[config.mk]
export PLATFORM = sky130hd
export DESIGN_NAME = mtcp_mac_table_command_port
export DESIGN_NICKNAME = d
export VERILOG_FILES = /design/src/common/mtcp_pkg.sv /design/src/core/mtcp_mac_table_command_port.sv
export VERILOG_INCLUDE_DIRS = /design/src /design/src/common
export SDC_FILE = /design/constraint.sdc
export NUM_CORES = 2
export LEC_CHECK = 0
export BUFFER_PORTS_ARGS = -buffer_cell sky130_fd_sc_hd__buf_2
export CORE_UTILIZATION = 35
export DETAILED_ROUTE_END_ITERATION = 8
export PLACE_DENSITY = 0.58
export SYNTH_ARGS = -nofsm -noshare
export SYNTH_HDL_FRONTEND = slang
export SYNTH_SLANG_ARGS = --single-unit
[constraint.sdc]
create_clock -name clk -period 3.25 [get_ports clk]
set_input_delay 0.4875 -clock clk [delete_from_list [all_inputs] [get_ports clk]]
set_output_delay 0.4875 -clock clk [all_outputs]
set_load 0.02 [all_outputs]
[src/common/mtcp_defines.svh]
// Register indices, field positions, reset values and timing figures of the MAC table command port
`ifndef MTCP_DEFINES_SVH
`define MTCP_DEFINES_SVH
`define MTCP_IDX_CMD        16'h1800
`define MTCP_IDX_WR_LOW     16'h1801
`define MTCP_IDX_WR_HIGH    16'h1802
`define MTCP_IDX_RD_LOW     16'h1803
`define MTCP_IDX_RD_HIGH    16'h1804
`define MTCP_IDX_STATUS     16'h1805
`define MTCP_CMD_NEXT_BIT   0
`define MTCP_CMD_FIRST_BIT  1
`define MTCP_CMD_MAKE_BIT   2
`define MTCP_CMD_W          3
`define MTCP_STS_PEND_BIT   0
`define MTCP_MAC_HIGH_MSB   15
`define MTCP_AGE0_BIT       23
`define MTCP_STATIC_BIT     24
`define MTCP_AGE1_BIT       25
`define MTCP_VALID_BIT      26
`define MTCP_WR_HIGH_MASK   32'h07FF_FFFF
`define MTCP_RST_WORD       32'h0000_0000
`define MTCP_RST_CMD        3'h0
`define MTCP_AGE_FULL       2'h3
`define MTCP_TABLE_DEPTH    16
`define MTCP_IDX_W          4
`define MTCP_SCAN_MAX       18
`define MTCP_CLK_HZ         40000000
`define MTCP_MS_PER_S       1000
`define MTCP_AGE_TICK_S     150
`endif

[src/common/mtcp_pkg.sv]
// Types shared by the MAC table command port
package mtcp_pkg;
  `include "mtcp_defines.svh"

  typedef struct packed {
    logic [17:0] addr;
    logic [31:0] wdata;
    logic        wr;
    logic        rd;
  } mtcp_bus_req_t;

  typedef struct packed {
    logic [31:0] high;
    logic [31:0] low;
  } mtcp_entry_t;

  typedef enum logic [1:0] {
    MTCP_IDLE,
    MTCP_MAKE,
    MTCP_SCAN
  } mtcp_state_t;
endpackage : mtcp_pkg

[src/core/mtcp_mac_table_command_port.sv]
// MAC lookup table with its software command port and aging sweep
//
// The plain strobed port was left to the implementer.
`timescale 1ns/100ps
`include "mtcp_defines.svh"
module mtcp_mac_table_command_port
  import mtcp_pkg::*;
#(
  parameter int unsigned MS_CYCLES   = `MTCP_CLK_HZ / `MTCP_MS_PER_S,
  parameter int unsigned AGE_TICK_MS = `MTCP_AGE_TICK_S * `MTCP_MS_PER_S
) (
  // Clock and reset
  input  wire logic          clk,
  input  wire logic          sys_rst,
  // Register port
  input  wire mtcp_bus_req_t busReq,
  output logic [31:0]        rdData,
  // Source address match from the forwarding path
  input  wire logic          saMatchValid,
  input  wire logic [47:0]   saMatchMac,
  // Status
  output logic               opPending
);
  localparam int DEPTH    = `MTCP_TABLE_DEPTH;
  localparam int IW       = `MTCP_IDX_W;
  localparam int SCAN_MAX = `MTCP_SCAN_MAX;

  function automatic logic [47:0] macOf(input mtcp_entry_t e);
    macOf = {e.high[`MTCP_MAC_HIGH_MSB:0], e.low};
  endfunction : macOf

  function automatic logic [1:0] ageOf(input mtcp_entry_t e);
    ageOf = {e.high[`MTCP_AGE1_BIT], e.high[`MTCP_AGE0_BIT]};
  endfunction : ageOf

  function automatic mtcp_entry_t withAge(input mtcp_entry_t e, input logic [1:0] age);
    withAge = e;
    withAge.high[`MTCP_AGE1_BIT] = age[1];
    withAge.high[`MTCP_AGE0_BIT] = age[0];
  endfunction : withAge

  // Lowest set bit of a vector, with a hit flag on top
  function automatic logic [IW:0] firstSet(input logic [DEPTH-1:0] vec);
    firstSet = '0;
    for (int i = DEPTH - 1; i >= 0; i--) begin
      if (vec[i]) begin
        firstSet = {1'b1, IW'(i)};
      end
    end
  endfunction : firstSet

  mtcp_state_t             stateReg;
  logic [`MTCP_CMD_W-1:0]  cmdReg;
  logic [31:0]             wrLowReg;
  logic [31:0]             wrHighReg;
  logic [31:0]             rdLowReg;
  logic [31:0]             rdHighReg;
  logic [31:0]             rdDataReg;
  logic [IW:0]             scanIdxReg;
  logic [IW:0]             nextIdxReg;
  logic [15:0]             msCntReg;
  logic [17:0]             tickCntReg;
  logic                    ageDueReg;
  mtcp_entry_t             tableReg [DEPTH];
  mtcp_entry_t             entryNext [DEPTH];

  // Address decode
  wire [15:0] regIdx     = busReq.addr[17:2];
  wire        aligned    = busReq.addr[1:0] == 2'h0;
  wire        selCmd     = aligned && regIdx == `MTCP_IDX_CMD;
  wire        selWrLow   = aligned && regIdx == `MTCP_IDX_WR_LOW;
  wire        selWrHigh  = aligned && regIdx == `MTCP_IDX_WR_HIGH;
  wire        selRdLow   = aligned && regIdx == `MTCP_IDX_RD_LOW;
  wire        selRdHigh  = aligned && regIdx == `MTCP_IDX_RD_HIGH;
  wire        selStatus  = aligned && regIdx == `MTCP_IDX_STATUS;

  wire [31:0] readMux =
    selCmd    ? {29'h0000_0000, cmdReg} :
    selWrLow  ? wrLowReg :
    selWrHigh ? wrHighReg :
    selRdLow  ? rdLowReg :
    selRdHigh ? rdHighReg :
    selStatus ? {31'h0000_0000, opPending} : `MTCP_RST_WORD;

  // Command acceptance
  wire [`MTCP_CMD_W-1:0] cmdBits = busReq.wdata[`MTCP_CMD_W-1:0];
  wire cmdStart = busReq.wr && selCmd && (|cmdBits) && stateReg == MTCP_IDLE;
  // Several bits at once: entry-write wins, then restart, then advance
  wire startMake  = cmdStart && cmdBits[`MTCP_CMD_MAKE_BIT];
  wire startFirst = cmdStart && !startMake && cmdBits[`MTCP_CMD_FIRST_BIT];

  assign opPending = |cmdReg;

  // Entry-write slot choice: the matching entry if any, else the lowest free slot
  wire mtcp_entry_t stagedEntry = '{high: wrHighReg, low: wrLowReg};
  wire [47:0]       stagedMac   = macOf(stagedEntry);
  wire              stagedValid = wrHighReg[`MTCP_VALID_BIT];
  logic [DEPTH-1:0] makeMatchVec;
  logic [DEPTH-1:0] freeVec;
  logic [DEPTH-1:0] saMatchVec;
  logic [DEPTH-1:0] agingVec;

  for (genvar i = 0; i < DEPTH; i++) begin : g_vec
    wire entValid  = tableReg[i].high[`MTCP_VALID_BIT];
    wire entStatic = tableReg[i].high[`MTCP_STATIC_BIT];
    assign makeMatchVec[i] = entValid && macOf(tableReg[i]) == stagedMac;
    assign freeVec[i]      = !entValid;
    assign saMatchVec[i]   = saMatchValid && entValid && !entStatic && macOf(tableReg[i]) == saMatchMac;
    assign agingVec[i]     = entValid && !entStatic;
  end

  wire [IW:0]   matchRes  = firstSet(makeMatchVec);
  wire [IW:0]   freeRes   = firstSet(freeVec);
  wire          matchHit  = matchRes[IW];
  // A full table drops a new entry; a change to an existing one always lands
  wire          makeWrite = stateReg == MTCP_MAKE && (matchHit || (stagedValid && freeRes[IW]));
  wire [IW-1:0] makeIdx   = matchHit ? matchRes[IW-1:0] : freeRes[IW-1:0];

  // Lookup walk
  wire          scanEnd   = scanIdxReg[IW];
  wire          scanFound = !scanEnd && tableReg[scanIdxReg[IW-1:0]].high[`MTCP_VALID_BIT];
  wire          scanDone  = stateReg == MTCP_SCAN && (scanEnd || scanFound);
  wire          opDone    = stateReg == MTCP_MAKE || scanDone;

  // Aging timebase; the sweep waits for an idle port so a walk never sees entries vanish
  wire msTick    = msCntReg == 16'(MS_CYCLES - 1);
  wire ageTick   = msTick && tickCntReg == 18'(AGE_TICK_MS - 1);
  wire ageStrobe = ageDueReg && stateReg == MTCP_IDLE && !cmdStart;

  for (genvar i = 0; i < DEPTH; i++) begin : g_next
    wire [1:0] age = ageOf(tableReg[i]);
    mtcp_entry_t cleared;
    always_comb begin
      cleared = tableReg[i];
      cleared.high[`MTCP_VALID_BIT] = 1'b0;
    end
    assign entryNext[i] =
      (makeWrite && makeIdx == IW'(i)) ? stagedEntry :
      saMatchVec[i] ? withAge(tableReg[i], `MTCP_AGE_FULL) :
      (ageStrobe && agingVec[i] && age <= 2'h1) ? cleared :
      (ageStrobe && agingVec[i]) ? withAge(tableReg[i], 2'(age - 2'h1)) : tableReg[i];

    always_ff @(posedge clk) begin
      if (sys_rst) begin
        tableReg[i] <= '0;
      end else begin
        tableReg[i] <= entryNext[i];
      end
    end
  end

  always_ff @(posedge clk) begin
    if (sys_rst) begin
      cmdReg <= `MTCP_RST_CMD;
    end else if (cmdStart) begin
      cmdReg <= cmdBits;
    end else if (opDone) begin
      cmdReg <= `MTCP_RST_CMD;
    end
  end

  always_ff @(posedge clk) begin
    if (sys_rst) begin
      stateReg   <= MTCP_IDLE;
      scanIdxReg <= '0;
    end else begin
      unique case (stateReg)
        MTCP_IDLE: begin
          if (startMake) begin
            stateReg <= MTCP_MAKE;
          end else if (cmdStart) begin
            stateReg   <= MTCP_SCAN;
            scanIdxReg <= startFirst ? '0 : nextIdxReg;
          end
        end
        MTCP_MAKE: begin
          stateReg <= MTCP_IDLE;
        end
        MTCP_SCAN: begin
          if (scanDone) begin
            stateReg <= MTCP_IDLE;
          end else begin
            scanIdxReg <= (IW + 1)'(scanIdxReg + 1'b1);
          end
        end
      endcase
    end
  end

  always_ff @(posedge clk) begin
    if (sys_rst) begin
      rdLowReg   <= `MTCP_RST_WORD;
      rdHighReg  <= `MTCP_RST_WORD;
      nextIdxReg <= '0;
    end else if (scanDone && scanFound) begin
      rdLowReg   <= tableReg[scanIdxReg[IW-1:0]].low;
      rdHighReg  <= tableReg[scanIdxReg[IW-1:0]].high;
      nextIdxReg <= (IW + 1)'(scanIdxReg + 1'b1);
    end else if (scanDone) begin
      rdLowReg   <= `MTCP_RST_WORD;
      rdHighReg  <= `MTCP_RST_WORD;
      nextIdxReg <= scanIdxReg;
    end
  end

  // Staging registers stay writable while busy; software must not touch them mid entry-write
  always_ff @(posedge clk) begin
    if (sys_rst) begin
      wrLowReg  <= `MTCP_RST_WORD;
      wrHighReg <= `MTCP_RST_WORD;
    end else begin
      if (busReq.wr && selWrLow) begin
        wrLowReg <= busReq.wdata;
      end
      if (busReq.wr && selWrHigh) begin
        wrHighReg <= busReq.wdata & `MTCP_WR_HIGH_MASK;
      end
    end
  end

  always_ff @(posedge clk) begin
    if (sys_rst) begin
      rdDataReg <= `MTCP_RST_WORD;
    end else begin
      rdDataReg <= busReq.rd ? readMux : `MTCP_RST_WORD;
    end
  end

  assign rdData = rdDataReg;

  always_ff @(posedge clk) begin
    if (sys_rst) begin
      msCntReg   <= '0;
      tickCntReg <= '0;
      ageDueReg  <= 1'b0;
    end else begin
      msCntReg <= msTick ? '0 : 16'(msCntReg + 1'b1);
      if (ageTick) begin
        tickCntReg <= '0;
      end else if (msTick) begin
        tickCntReg <= 18'(tickCntReg + 1'b1);
      end
      if (ageTick) begin
        ageDueReg <= 1'b1;
      end else if (ageStrobe) begin
        ageDueReg <= 1'b0;
      end
    end
  end
endmodule : mtcp_mac_table_command_port

==> results.py <==
metrics = {
    "cells_and_area": {
        "drive_above_1_share_pct": 33.96,
        "nNetsFinal": 9782,
        "n_fill_cell": 18620,
        "most-common-layout-cells": "2060 x buf_4, 1167 x nand2_1, 1105 x dfxtp_1",
        "seq_area_mm2": 0.02308,
        "syn_to_final_growth_pct": 43.34,
        "layout_commonest_cell": "buf_4",
        "final_area_mm2": 0.1016,
        "multiInputGateArea_mm2": 0.04617,
    },
    "sta": {
        "fin_skew_ns": 0.06479,
        "setup_tns_ns": -1043.56,
        "drv_slew": 0,
        "setup_viol": 944,
        "tightest_slew_ns": 1.413,
        "rsz0062_at_grt": "yes",
        "fin_crit_sh_pct": 139.4,
        "hold_viol": 0,
        "slew_headroom_pct": 5.785,
        "period_minus_slack_ns": 4.530,
        "fmax_mhz": 220.8,
        "fin_ws_ns": -1.280,
    },
    "global_routing": {
        "grt_max_degree": 147,
        "grt_antenna_before_repair": 91,
        "grt_pass1_vias": 74350,
        "grt_pass1_wl_um": 721300,
        "globalRouteOverflowTotal": 0,
        "grt_util_all_layers_pct": 53.72,
    },
    "placed_design": {
        "dpl_cell_area_mm2": 0.09308,
        "io_buffers": 135,
        "gp_congestion": 1.165,
        "dp_hpwl_um": 452100,
    },
    "yosys": {
        "yosys_register_bits": 1148,
        "yosysUniqueCellTypes": 83,
        "synthFlopType": "dfxtp_1",
        "synth-seq-area-share_pct": 32.44,
        "synthesis.area_mm2": 0.07085,
        "avgSynthCellArea_um2": 9.405,
        "syn_inst": 7533,
        "ys_warn_count": 0,
        "ys_async_sr_fraction_pct": 0,
        "synth-edff-count": 0,
        "synth_nets": 7658,
    },
    "power": {
        "peakVddDrop_mv": 0.5999,
        "p_sw_share_pct": 27.18,
        "power_switching_mw": 9.337,
        "pwr_density_cell_mw_per_mm2": 338.3,
        "p_int_mw": 25.02,
        "pwr-share-seq_pct": 40.9,
        "clock_power_share_pct": 52.5,
        "comb_power_share_pct": 6.6,
        "p_leak_nw": 48.44,
    },
    "routing": {
        "dr_total_vias": 79770,
        "drtAntennaViolNets": 0,
        "remaining_drc_errors": 0,
        "drt_iter0_drc": 13690,
        "firstDrtPassIters": 9,
        "wl_um": 566500,
        "drt-vias-per-instance": 6.386,
        "drt-wirelength-per-cell_um": 45.35,
    },
    "worst_setup_path": {
        "arrival_ns": 5.32,
        "cp-end-kind": "flip-flop",
        "cp.buffers_inverters": 10,
        "critical_path.cell_chain": "buf_12, buf_6, xor2_1, buf_4, nor4_4, nand3_2, nor4_4, buf_4, a41oi_2, buf_4, and4_4, a31oi_4, a21boi_4, buf_12, buf_12, nand4b_1, buf_6, buf_12, buf_12, mux2i_1",
        "path_delay_family": "buffers and inverters",
        "critPathMaxFanout": 8,
        "critical-path-max-stage-delay_ns": 0.53,
        "startpoint_type": "flip-flop",
        "crit_end": "tableReg[5][50]",
        "rr_startpoint": "wrLowReg[21]",
        "setup.worst_path.start": "wrLowReg[21]",
        "cp_data_required_time_ns": 4.04,
        "crit_top_cell": "buf_12",
        "timing.rr.end": "tableReg[5][50]",
        "r2r_slack_ns": -1.28,
        "path_class": "reg2reg",
        "path_depth": 20,
        "r2r.worst_path.cells": 20,
        "slowest_stage": "nor4_4",
    },
    "floorplanning": {
        "boundaryPins": 136,
        "rows": 164,
        "initial_core_util_pct": 35.34,
        "die_w_um": 451.9,
        "core_area_mm2": 0.2005,
        "dieArea_mm2": 0.2042,
        "die_y_um": 451.9,
    },
    "status": {
        "violations": "setup timing",
        "status": "finished with violations",
    },
    "clock_network": {
        "insertion_delay_ns": 0.88,
        "cts_max_level": 4,
        "cts-root-buf": "clkbuf_16",
        "path_clk_slew_ns": 0.06,
        "clkSinkCount": 1148,
        "cts_made_buffers": 148,
        "clockBufferDepth": 3,
        "cts_tree": "built",
    },
    "run": {
        "maxCapViolations": 0,
    },
    "hold_path": {
        "min_path_type": "in2reg",
    },
}
-- power groups by stage --
stage / registers (mW) / clock network [mW] / logic, mW
after floorplan: 14.4 / 0 / 0.799
after global placement: 14.4 / 0 / 2.08
after detailed placement: 14.4 / 0 / 2.07
after CTS: 14.1 / 18.0 / 2.10
after global routing: 14.1 / 18.5 / 2.17
final: 14.1 / 18.0 / 2.26
-- worst min path at each step --
stage	from	endpoint	slack (ns)	cells after the start
floorplan	msCntReg[0]	msCntReg[0]	0.43	1
finish	busReq[14]	wrHighReg[12]	0.07	3
detailed placement	tableReg[8][49]	tableReg[8][49]	0.45	2
CTS	busReq[14]	wrHighReg[12]	0.04	3
global route	busReq[6]	wrLowReg[4]	0.05	3
global placement	msCntReg[0]	msCntReg[0]	0.43	1
-- per-layer routing --
| layer | global-route usage (%) | vias to the layer above | wire (um) |
|---|---|---|---|
| li1 | - | 30860 | - |
| met1 | 61.19 | 39400 | 196500 |
| met2 | 74.99 | 7117 | 225200 |
| met3 | 19.60 | 2367 | 71380 |
| met4 | 56.17 | 24 | 73250 |
| met5 | 0.04664 | - | 144 |
-- state kept, by name, summed over array words and instances, names as in the netlist, 3 cells and up, named ones only --
signal,cells
cmdReg,3
msCntReg,16
nextIdxReg,5
rdData,32
rdHighReg,27
rdLowReg,32
scanIdxReg,5
tableReg,944
tickCntReg,18
wrHighReg,27
wrLowReg,32
-- area by class of cell --
class / instances / share of cell area, %
multi-input combinational: 5671 / 45.46
sequential: 1148 / 22.72
clock inverter: 57 / 0.8821
clock buffer: 213 / 4.271
tap: 2656 / 3.272
antenna: 59 / 0.1454
timing repair buffer: 2581 / 22.84
inverter: 107 / 0.4066
-- logic make-up (layout without fill, tap and decap cells) --
kind of cell	after synthesis	in the layout	synth area share [%]
adder cells (fa/ha/maj)	22	22	0.3885
flip-flops	1148	1148	32.44
multiplexers	1259	1259	23.00
other	0	59	0
AO/OA/AOI/OAI	393	393	3.973
buffers and inverters	714	2958	4.367
AND/OR/NAND/NOR	2515	2515	17.52
XOR/XNOR	1482	1482	18.32
-- Yosys cell counts, types with 9 or more instances --
| master | number | area [um^2] |
|---|---|---|
| nand2_1 | 1170 | 4392 |
| dfxtp_1 | 1148 | 22980 |
| mux2i_1 | 964 | 9649 |
| xor2_1 | 835 | 7313 |
| xnor2_1 | 647 | 5667 |
| clkbuf_1 | 355 | 1333 |
| nand4_1 | 308 | 1927 |
| mux4_2 | 295 | 6644 |
| nor4_1 | 294 | 1839 |
| nor2_1 | 196 | 735.7 |
| buf_2 | 157 | 785.8 |
| nand2b_1 | 154 | 963.4 |
| nand3_1 | 122 | 610.6 |
| inv_1 | 106 | 397.9 |
| a21oi_1 | 75 | 375.4 |
| nor3_1 | 69 | 345.3 |
| a22oi_1 | 66 | 495.5 |
| o21ai_0 | 65 | 325.3 |
| buf_1 | 51 | 191.4 |
| or4_1 | 35 | 262.8 |
| nor4b_1 | 32 | 280.3 |
| buf_4 | 30 | 225.2 |
| a222oi_1 | 27 | 270.3 |
| nor2b_1 | 27 | 168.9 |
| o2111ai_1 | 26 | 227.7 |
| a22o_1 | 22 | 192.7 |
| ha_1 | 22 | 275.3 |
| and4_1 | 15 | 131.4 |
| and3_1 | 14 | 87.58 |
| buf_6 | 14 | 157.7 |
| nand4b_1 | 14 | 122.6 |
| o22ai_1 | 12 | 75.07 |
| or3_1 | 10 | 62.56 |
| a31oi_1 | 9 | 56.30 |
-- what timing repair did --
action | 4_1_cts | 5_1_grt
gates cloned | 9 | 9
pin swaps | 18 | 24
hold buffers | 30 | 0
endpoints found under the setup margin | 945 | 949
endpoints found under the hold margin | 53 | 0
resized for setup | 152 | 162
setup buffers | 36 | 46
-- through the flow --
stage	hold WS [ns]	power (mW)	utilization [%]	std cells	setup WS (ns)
finish	0.07409	34.35	50.66	12490	-1.280
CTS	0.03691	34.16	49.87	12380	-1.213
floorplan	0.4258	15.19	-	7533	-0.1352
global placement	0.4328	16.46	46.43	12040	-2.841
detailed placement	0.4494	16.46	46.43	12040	-2.789
global route	0.04759	34.78	50.59	12440	-1.199
-- worst register-to-register path: cells and delay by family, from the launching register on --
kind	cells	cell delay, ns
XOR/XNOR	1	0.15
AO/OA/AOI/OAI	3	0.49
flip-flops	1	0.42
buffers and inverters	10	1.86
multiplexers	1	0.22
AND/OR/NAND/NOR	5	1.31
Note: power is estimated with default switching activity, not from simulation.
